## src/hdl/reset_cause_pkg.sv

```systemverilog
// Purpose: Constants and types for the reset-cause flag block
// Assumes: Classic Wishbone slave with 32-bit data, one system clock
// Notes:   Bit positions follow the reset cause control word layout
//
// Behaviour
// - Each cause flag sets on its event; brown-out flag also sets on power-on.
// - Power-on clears cause flags except power-on and brown-out; power-save instruction also clears watchdog flag.
// - Software sets and clears every flag; setting never starts a reset.
// - Unprogrammed watchdog fuse keeps the watchdog enabled regardless of software.
// - Programmed fuse: software watchdog bit enables (1) or disables (0) it.
// - Clock switching off: reset clock source always from fuse oscillator bits.
// - Clock switching on: reset clock source depends on the reset type.
// - Power-on and brown-out take fuse field; pin, watchdog, software keep current.

package reset_cause_pkg;

  // ==========================================================================
  // Register map
  // ==========================================================================
  localparam logic [7:0]  ADDR_RESET_CAUSE_CONTROL = 8'h00;
  localparam logic [7:0]  ADDR_CLOCK_STATUS        = 8'h04;
  localparam int          REG_WIDTH                = 16;

  // Field positions in the reset cause control word
  localparam int BIT_TRAP_CONFLICT   = 15;
  localparam int BIT_ILLEGAL_ACCESS  = 14;
  localparam int BIT_PIN_RESET       = 7;
  localparam int BIT_INSTR_RESET     = 6;
  localparam int BIT_SOFT_WATCHDOG   = 5;
  localparam int BIT_WATCHDOG_EXPIRY = 4;
  localparam int BIT_SLEEP           = 3;
  localparam int BIT_IDLE            = 2;
  localparam int BIT_BROWNOUT        = 1;
  localparam int BIT_POWER_ON        = 0;

  // Implemented bits; the rest read as zero
  localparam logic [15:0] IMPL_MASK  = 16'hc0ff;
  // Value after power-on: brown-out and power-on flags set
  localparam logic [15:0] RESET_VALUE = 16'h0003;

  // Clock source field width and its position in the status word
  localparam int          OSC_WIDTH     = 3;
  localparam int          BIT_CLK_SRC   = 0;
  localparam int          BIT_WDT_EN    = 4;

  // ==========================================================================
  // Types
  // ==========================================================================
  // One-cycle event pulses from the core and reset sources
  typedef struct packed {
    logic trap_conflict;
    logic illegal_access;
    logic pin_reset;
    logic instr_reset;
    logic watchdog_timeout;
    logic sleep_entry;
    logic idle_entry;
    logic brownout;
    logic power_save_instruction;
  } reset_events_t;

  // Static configuration straps and oscillator state
  typedef struct packed {
    logic                 watchdog_fuse_enable;
    logic                 clock_switch_enable;
    logic [OSC_WIDTH-1:0] fuse_oscillator_select;
    logic [OSC_WIDTH-1:0] current_oscillator_field;
  } clock_config_t;

endpackage

```

## src/hdl/flag_cell.sv

```systemverilog
// Purpose: One sticky flag bit with hardware set, hardware clear and write
// Assumes: Synchronous active-low power-on reset
// Notes:   Hardware set wins over any clear in the same cycle

`timescale 1ns/1ps
`default_nettype none

module flag_cell #(
  parameter logic RESET_BIT = 1'b0
) (
  input  wire logic i_clk_sys,
  input  wire logic i_reset_n,
  input  wire logic i_set,
  input  wire logic i_clear,
  input  wire logic i_write,
  input  wire logic i_wdata,
  output logic      o_flag
);

  // ==========================================================================
  // Flag storage
  // ==========================================================================
  // Priority: power-on, hardware set, software write, hardware clear
  always_ff @(posedge i_clk_sys) begin
    if (!i_reset_n) begin
      o_flag <= RESET_BIT;
    end else if (i_set) begin
      o_flag <= 1'b1;
    end else if (i_write) begin
      o_flag <= i_wdata;
    end else if (i_clear) begin
      o_flag <= 1'b0;
    end
  end

endmodule // flag_cell

`default_nettype wire

```

## src/hdl/reset_cause_flags.sv

```systemverilog
// Purpose: Reset-cause flags, watchdog enable gating and reset clock choice
// Assumes: i_reset_n is the power-on reset; other resets arrive as pulses
// Notes:   Registers reached over a classic Wishbone slave, one-wait ack
//          Resets other than power-on never clear a flag; each flag cell
//          lets a hardware set win over a software write in the same cycle
//
// Implementation choices: the register offsets and the Wishbone slave port.

`timescale 1ns/1ps
`default_nettype none

module reset_cause_flags (
  input  wire logic                          i_clk_sys,
  input  wire logic                          i_reset_n,
  // Wishbone slave
  input  wire logic                          i_wb_cyc,
  input  wire logic                          i_wb_stb,
  input  wire logic                          i_wb_we,
  input  wire logic [7:0]                    i_wb_adr,
  input  wire logic [3:0]                    i_wb_sel,
  input  wire logic [31:0]                   i_wb_dat,
  output logic      [31:0]                   o_wb_dat,
  output logic                               o_wb_ack,
  // Event pulses and configuration
  input  wire reset_cause_pkg::reset_events_t i_events,
  input  wire reset_cause_pkg::clock_config_t i_config,
  // Results
  output logic                               o_watchdog_enable,
  output logic [reset_cause_pkg::OSC_WIDTH-1:0] o_clock_source
);

  // ==========================================================================
  // Bus decode
  // ==========================================================================
  logic                                  ack;
  logic                                  req;
  logic                                  take;
  logic                                  hit_control;
  logic                                  hit_status;
  logic                                  write_commit;
  logic [15:0]                           write_lane;
  logic [15:0]                           flags;
  logic [15:0]                           set_vec;
  logic [15:0]                           clear_vec;
  logic [31:0]                           status_word;
  logic [31:0]                           next_rdata;
  logic                                  device_reset_keep;
  logic                                  ack_first_pending;
  logic                                  next_watchdog_enable;
  logic [reset_cause_pkg::OSC_WIDTH-1:0] next_clock_source;

  // Address match against the two words of the map
  // Anything else is still acked and reads zero, so software never hangs
  always_comb begin
    hit_control = 1'b0;
    hit_status  = 1'b0;
    if (i_wb_adr == reset_cause_pkg::ADDR_RESET_CAUSE_CONTROL) begin
      hit_control = 1'b1;
    end else if (i_wb_adr == reset_cause_pkg::ADDR_CLOCK_STATUS) begin
      hit_status = 1'b1;
    end
  end

  // A request is live while cycle and strobe are both high
  assign req  = i_wb_cyc & i_wb_stb;

  // Taken on the edge that sees the request with ack low; the ack edge of
  // a held request is not a second take
  assign take = req & ~ack;

  // Write takes effect on the edge that samples ack high, so a master that
  // holds its request through the wait state commits exactly once
  assign write_commit = req & i_wb_we & ack & hit_control;

  // Byte enables gate the two low lanes of the 16-bit word
  assign write_lane = {{8{write_commit & i_wb_sel[1]}}, {8{write_commit & i_wb_sel[0]}}};

  // Ack one cycle after the take, dropped the cycle after even if the
  // master keeps its strobe up
  always_ff @(posedge i_clk_sys) begin
    if (!i_reset_n) begin
      ack <= 1'b0;
    end else begin
      ack <= take;
    end
  end

  // Ack leaves straight from its flop
  assign o_wb_ack = ack;

  // Status word: current watchdog enable and chosen clock source
  // Bits 2:0 carry the clock source and bit 4 the watchdog enable
  always_comb begin
    status_word = 32'h0000_0000;
    status_word[reset_cause_pkg::BIT_CLK_SRC +: reset_cause_pkg::OSC_WIDTH] = o_clock_source;
    status_word[reset_cause_pkg::BIT_WDT_EN] = o_watchdog_enable;
  end

  // Read mux; unmapped words give zero
  // The status word and unmapped words simply ignore writes
  always_comb begin
    next_rdata = 32'h0000_0000;
    if (hit_control) begin
      next_rdata = {16'h0000, flags};
    end else if (hit_status) begin
      next_rdata = status_word;
    end
  end

  // Read data captured at the take, so it is valid in the ack cycle and held until the next take
  always_ff @(posedge i_clk_sys) begin
    if (!i_reset_n) begin
      o_wb_dat <= 32'h0000_0000;
    end else if (take) begin
      o_wb_dat <= next_rdata;
    end
  end

  // ==========================================================================
  // Flag events
  // ==========================================================================
  // Hardware set and clear sources per bit position
  // A clear only matters when no set or write lands in the same cycle
  always_comb begin
    set_vec   = 16'h0000;
    clear_vec = 16'h0000;
    set_vec[reset_cause_pkg::BIT_TRAP_CONFLICT]   = i_events.trap_conflict;
    set_vec[reset_cause_pkg::BIT_ILLEGAL_ACCESS]  = i_events.illegal_access;
    set_vec[reset_cause_pkg::BIT_PIN_RESET]       = i_events.pin_reset;
    set_vec[reset_cause_pkg::BIT_INSTR_RESET]     = i_events.instr_reset;
    set_vec[reset_cause_pkg::BIT_WATCHDOG_EXPIRY] = i_events.watchdog_timeout;
    set_vec[reset_cause_pkg::BIT_SLEEP]           = i_events.sleep_entry;
    set_vec[reset_cause_pkg::BIT_IDLE]            = i_events.idle_entry;
    set_vec[reset_cause_pkg::BIT_BROWNOUT]        = i_events.brownout;
    // Power-save instruction clears the watchdog expiry flag
    clear_vec[reset_cause_pkg::BIT_WATCHDOG_EXPIRY] = i_events.power_save_instruction;
  end

  // One sticky cell per implemented bit; others read zero.
  // The power-on flag has no event input: only its reset value or a software write sets it,
  // and bits 13 to 8 are left out, so software sees zeros there
  for (genvar b = 0; b < reset_cause_pkg::REG_WIDTH; b++) begin : g_flag
    if (reset_cause_pkg::IMPL_MASK[b]) begin : g_impl
      flag_cell #(
        .RESET_BIT (reset_cause_pkg::RESET_VALUE[b])
      ) u_flag (
        .i_clk_sys (i_clk_sys),
        .i_reset_n (i_reset_n),
        .i_set     (set_vec[b]),
        .i_clear   (clear_vec[b]),
        .i_write   (write_lane[b]),
        .i_wdata   (i_wb_dat[b]),
        .o_flag    (flags[b])
      );
    end else begin : g_none
      assign flags[b] = 1'b0;
    end
  end

  // ==========================================================================
  // Watchdog enable
  // ==========================================================================
  // Unprogrammed fuse forces enable, else the software bit decides
  always_comb begin
    if (i_config.watchdog_fuse_enable) begin
      next_watchdog_enable = 1'b1;
    end else begin
      next_watchdog_enable = flags[reset_cause_pkg::BIT_SOFT_WATCHDOG];
    end
  end

  // Registered so the pin and the status word agree; one cycle behind the
  // fuse and the software bit, and low while power-on reset is held
  always_ff @(posedge i_clk_sys) begin
    if (!i_reset_n) begin
      o_watchdog_enable <= 1'b0;
    end else begin
      o_watchdog_enable <= next_watchdog_enable;
    end
  end

  // ==========================================================================
  // Clock source at reset
  // ==========================================================================
  // Resets that keep the current oscillator when switching is enabled;
  // trap and illegal-access resets go with the pin and software resets
  assign device_reset_keep = i_events.pin_reset | i_events.watchdog_timeout
                           | i_events.instr_reset | i_events.trap_conflict
                           | i_events.illegal_access;

  // Marks the first active edge after power-on, which brings no event pulse,
  // so that the fuse oscillator field is loaded there
  always_ff @(posedge i_clk_sys) begin
    if (!i_reset_n) begin
      ack_first_pending <= 1'b1;
    end else begin
      ack_first_pending <= 1'b0;
    end
  end

  // Next clock source: power-on and brown-out take the fuse field, other
  // resets follow the switching strap, and between resets the choice holds.
  // A brown-out that meets a pin reset in one cycle still takes the fuse
  always_comb begin
    next_clock_source = o_clock_source;
    if (ack_first_pending) begin
      next_clock_source = i_config.fuse_oscillator_select;
    end else if (i_events.brownout) begin
      next_clock_source = i_config.fuse_oscillator_select;
    end else if (device_reset_keep) begin
      if (i_config.clock_switch_enable) begin
        next_clock_source = i_config.current_oscillator_field;
      end else begin
        next_clock_source = i_config.fuse_oscillator_select;
      end
    end
  end

  // Clock source register; zero only while power-on reset is held
  always_ff @(posedge i_clk_sys) begin
    if (!i_reset_n) begin
      o_clock_source <= '0;
    end else begin
      o_clock_source <= next_clock_source;
    end
  end

endmodule // reset_cause_flags

`default_nettype wire

```

## config.mk

```make
export PLATFORM = sky130hd
export DESIGN_NAME = reset_cause_flags
export DESIGN_NICKNAME = d
export VERILOG_FILES = /design/src/hdl/reset_cause_pkg.sv /design/src/hdl/flag_cell.sv /design/src/hdl/reset_cause_flags.sv
export SDC_FILE = /design/constraint.sdc
export NUM_CORES = 1
export LEC_CHECK = 0
export BUFFER_PORTS_ARGS = -buffer_cell sky130_fd_sc_hd__buf_2
export CORE_MARGIN = 10
export CORE_UTILIZATION = 38
export CTS_BUF_LIST = sky130_fd_sc_hd__clkbuf_16
export CTS_CLUSTER_SIZE = 16
export DETAILED_ROUTE_END_ITERATION = 8
export PLACE_DENSITY = 0.8
export SLEW_MARGIN = 0
export SYNTH_ARGS = -nofsm -noshare
export SYNTH_HDL_FRONTEND = slang
export SYNTH_SLANG_ARGS = --single-unit
```

## constraint.sdc

```tcl
create_clock -name i_clk_sys -period 2.1 [get_ports i_clk_sys]
set_input_delay 0.315 -clock i_clk_sys [delete_from_list [all_inputs] [get_ports i_clk_sys]]
set_output_delay 0.315 -clock i_clk_sys [all_outputs]
set_load 0.01 [all_outputs]
```

Word level (Yosys, flattened, before mapping)
Cells that the tools add are included.
{ "word_totals": {"register_bits": 48, "inputBits": 66} }
{ "classes": {"n_eq_ne": 1, "muxes": 26, "bitwise": 13, "n_reduce_logical": 10} }
{ "ops": {"columns": ["cell", "count"], "rows": [
  ["two-way mux 1 bit", 20],
  ["two-way mux 16 bit", 1],
  ["two-way mux 3 bit", 4],
  ["nonzero test 2 bit", 6],
  ["== test 8 x 3 -> 1 bit (second input constant)", 1],
  ["logical NOT 8 bit", 1],
  ["bitwise AND 1 bit", 7],
  ["nonzero test 3 bit", 2],
  ["two-way mux 5 bit", 1],
  ["OR 1 bit", 4],
  ["inverter 1 bit", 2],
  ["OR reduction 2 bit", 1]
]} }

Logic depth before layout (Yosys ltp)
{ "depth": {"ltp_word": 7, "mapped_depth": 5, "ltp_nobuf": 4} }

By module
From an unflattened synthesis, not the netlist that was laid out.
{ "hier_totals": {"hier_cells": 131, "area_unflattened_um2": 1277.5} }
{ "by_module_without_submodules": {"columns": ["module", "n_inst", "cells_each", "area_each_um2", "seq_area_each_um2"], "rows": [
  ["reset_cause_flags", 1, 91, 864.6, 320.3],
  ["flag_cell", 10, 4, 41.3, 20.0]
]} }

Worst setup path before layout
No wires, ideal clock.
{ "synth_path": {"kind": "input to register", "from": "in i_wb_adr[5]", "to": "reg g_flag[1].g_impl.u_flag.o_flag", "setup_ps": 127, "t_arrival_ps": 1460, "required_ps": 1973, "setup_slack_ps": 513, "stages": 4, "path_cell_list": "nor4_2 > nand4_2 > mux2_1 > or3_1"} }
{ "synth_via": {"elab_chain_cells": 4} }
{ "synth_lines": {"columns": ["element", "line", "source"], "rows": [
  ["start: declaration", "reset_cause_flags.sv:19", "input wire logic [7:0] i_wb_adr,"],
  ["logical NOT 8 bit", "reset_cause_flags.sv:57", "if (i_wb_adr == reset_cause_pkg::ADDR_RESET_CAUSE_CONTROL) begin"],
  ["two-way mux 1 bit", "reset_cause_flags.sv:57", null],
  ["bitwise AND 1 bit", "reset_cause_flags.sv:73", "assign write_commit = req & i_wb_we & ack & hit_control;"],
  ["bitwise AND 1 bit", "reset_cause_flags.sv:76", "assign write_lane = {{8{write_commit & i_wb_sel[1]}}, {8{write_commit & i_wb_sel[0]}}};"],
  ["end signal: assignment", "flag_cell.sv:30", "o_flag <= i_wdata;"],
  ["end: declaration", "flag_cell.sv:17", "output logic o_flag"]
]} }
No other way between the ends.
A chain may end at the register's enable or synchronous reset.

Final worst setup path
Ends and elaborated chain as after synthesis.

==> summary.txt <==
Route
  • Detailed-route via count: roughly 1000
  • Drt wl/cell: 13.97 µm
  • DRT Pass-1 Iters: 4
  • DR DRC count: 0
  • Wire length reported by the detailed router: about 3.2 mm
  • Initial DRC count: 30
  • Routed vias/inst: 4.474
  • Antenna Violating Nets Remaining: 0

Critical path
  • Data required time at the worst endpoint: 2250 ps
  • Setup CP Type: in -> reg
  • Kind of start point of the critical path: primary input
  • Endpoint arrival time on the critical path: 1640 ps
  • Largest fanout on the critical path: 4
  • Crit end category: flip-flop

Layout
  • Multi-input combinational cell area: 586.8 µm²
  • Final Instance Count excl. Fillers: between 200 and 250
  • Layout cell share with drive strength beyond 1: 36.17%
  • Layout Nets: about 260
  • Count of fill cells added during filler insertion: 318
  • Sequential cell area: 520.5 µm²
  • Diodes inserted: 0
  • Area overhead of the layout relative to synthesis: 26.40%

Die
  • Total die area: 5904 µm²
  • Initial core utilization: 39.88%
  • Die width: approximately 77 µm
  • Top-level port count: roughly 100
  • Row count: 20
  • Core Area: 3078 µm²
  • Vert. Die Dim: 76.84 µm

Logic synthesis
  • Number of distinct library cells after synthesis: 25
  • Library cell with the highest instance count after synthesis: dfxtp_1
  • Netlist area before placement: 1227 µm²
  • Share of async-settable or async-resettable flops after synthesis: 0%
  • Warning count from the yosys run: 0
  • Post-synthesis average cell area: 9.299 µm²
  • Count of flip-flops with a built-in enable after synthesis: 0
  • Synthesized netlist cell count: 132
  • Sequential element share of the synthesized area: a little over two fifths
  • Commonest cells in the synthesized netlist: 26 x dfxtp_1, 22 x buf_4, 21 x nor2_1, 10 x a22oi_1, 8 x a211oi_1
  • Cell types occupying the most area after synthesis: dfxtp_1 42%, buf_4 13%, nor2_1 6.4%, a22oi_1 6.1%, mux2i_1 5.7%
  • Fraction of post-synthesis cell area in the top cell type by area: between 40% and 50%
  • Number of synthesized register bits: 26
  • Post-synth top flop: dfxtp_1
  • Cell type with the highest aggregate area in the netlist: dfxtp_1

Timing
  • Peak clock frequency supported by timing: 667.5 MHz
  • Number of failing setup endpoints in the final timing report: 0
  • Pins over their slew limit: 0
  • Minimum period implied by the final worst setup slack: 1498 ps
  • Worst hold slack: 227.8 ps
  • Count of final hold-check violations: 0
  • Worst rel slew slack: between 50% and 60%
  • Setup tns final: 0 ps
  • Clock skew after layout: 5.910 ps
  • Final period utilization: 71.34%
  • Worst-Margin Slew: about 750 ps
  • RSZ-0062 raised after global routing: no

Placement
  • Placer congestion estimate: 0.7360
  • Dpl hpwl: 2.724 mm
  • Number of buffers inserted by port buffering: 56
  • Number of cells after detailed placement: 228

GRT
  • Most used routing layer: met2
  • Met2 routing resource usage after global routing: 16.78%
  • Overall Global Routing Usage: about a tenth
  • Gr ovfl total: 0
  • Wire length of the first global-routing pass: about 5.1 mm
  • Met3 track demand over resource in global routing: 6.177%
  • Maximum number of pins on one net before global-route repair: 26
  • Number of global-route vias before repair: 1075
  • Met1 capacity usage during global routing: 11.33%
  • Antenna violations before repair: 0

Power
  • Static leakage: 0.7791 nW
  • PwrDens: 681.2 nW/µm²
  • Overall power of the completed layout: 0.001057 W
  • Peak supply drop: approximately 0.63 mV

Clock network
  • Number of buffers between clock root and the deepest sink: 2
  • Insertion delay to the later sink of the worst-skew pair: 260 ps
  • Clock-pin slew on the worst setup and hold paths: approximately 70 ps
  • CTS Hold Buffers Added: 0
  • Number of buffers inserted during clock tree synthesis: 3
  • CTS Root Buffer Type: clkbuf_16
  • Clock tree from TritonCTS: built
  • H-Tree Level Count: 1
  • Total clock sinks: 26
  • Postcts setup bufs: 0
  • Gates resized, CTS repair: 0

Status
  • Outcome: finished clean

Flow run
  • Max_cap viols: 0

Min path
  • Worst min-delay path class: in -> reg
-- metrics by stage --
stage               utilization (%)  instance area, µm²  setup slack (ps)
CTS                           50.41                1551             561.3
global placement              47.85                1473             306.9
floorplan                         -                1306             513.4
detailed placement            47.85                1473             289.7
global route                  50.41                1551             470.2
finish                        50.41                1551             601.9
-- layer usage --
metal	vias to the layer above	part of all wire [%]
met3	2	10
li1	531	-
met4	0	0.37
met1	461	43
met2	44	47
met5	-	0
-- power breakdown --
group          leakage, nW  internal [W]  switching, W
sequential           0.213      0.000509    0.00000930
combinational        0.527     0.0000519     0.0000662
clock               0.0385      0.000255      0.000165
-- worst paths after layout --
check | start | end | slack, ps | cells past startpoint
setup / recovery | i_wb_adr[5] | g_flag[1].g_impl.u_flag.o_flag | 600 | 5
hold / removal | i_reset_n | g_flag[0].g_impl.u_flag.o_flag | 230 | 2
setup reg to reg | o_wb_ack | g_flag[1].g_impl.u_flag.o_flag | 690 | 4
hold reg to reg | g_flag[7].g_impl.u_flag.o_flag | o_wb_dat[7] | 500 | 2
-- kinds of logic (layout without fill, tap and decap cells) --
logic type,count (synthesis),count (layout),synth area share [%]
other cells,1,22,0.3055
mux,12,12,10.30
compound gates,21,21,12.23
simple gates,41,41,18.55
buf+inv,31,66,16.21
flops,26,26,42.41
-- registers in the layout, indices dropped and copies added (netlist names) --
| name | flops |
|---|---|
| g_flag.g_impl.u_flag.o_flag | 10 |
| o_wb_dat | 10 |
| o_clock_source | 3 |
| ack_first_pending | 1 |
| o_watchdog_enable | 1 |
| o_wb_ack | 1 |
-- critical path, cell delays in order --
cell,delay [ps]
buf_2,110
nor4_2,410
nand4_2,190
mux2_1,340
or3_1,290
-- placed cells by master, fill, tap and decap left out, drive strengths merged, types with 3 or more instances in the layout --
cell | Yosys | routed
dfxtp | 26 | 26
mux2 | 5 | 5
mux2i | 7 | 7
a211oi | 8 | 8
buf | 23 | 58
a22oi | 10 | 10
a21oi | 3 | 3
nor3 | 7 | 7
nor2 | 21 | 21
clkbuf | 4 | 3
conb | 1 | 22
nor4 | 3 | 3
inv | 4 | 4
-- final cells by class --
cell class | count | area share (%)
multi-input combinational | 96 | 37.82
sequential | 26 | 33.55
timing repair buffer | 58 | 19.03
clock buffer | 3 | 4.839
tap | 44 | 3.548
inverter | 4 | 0.9677
clock inverter | 1 | 0.2419
No activity file was read; power rests on OpenSTA's default activity.
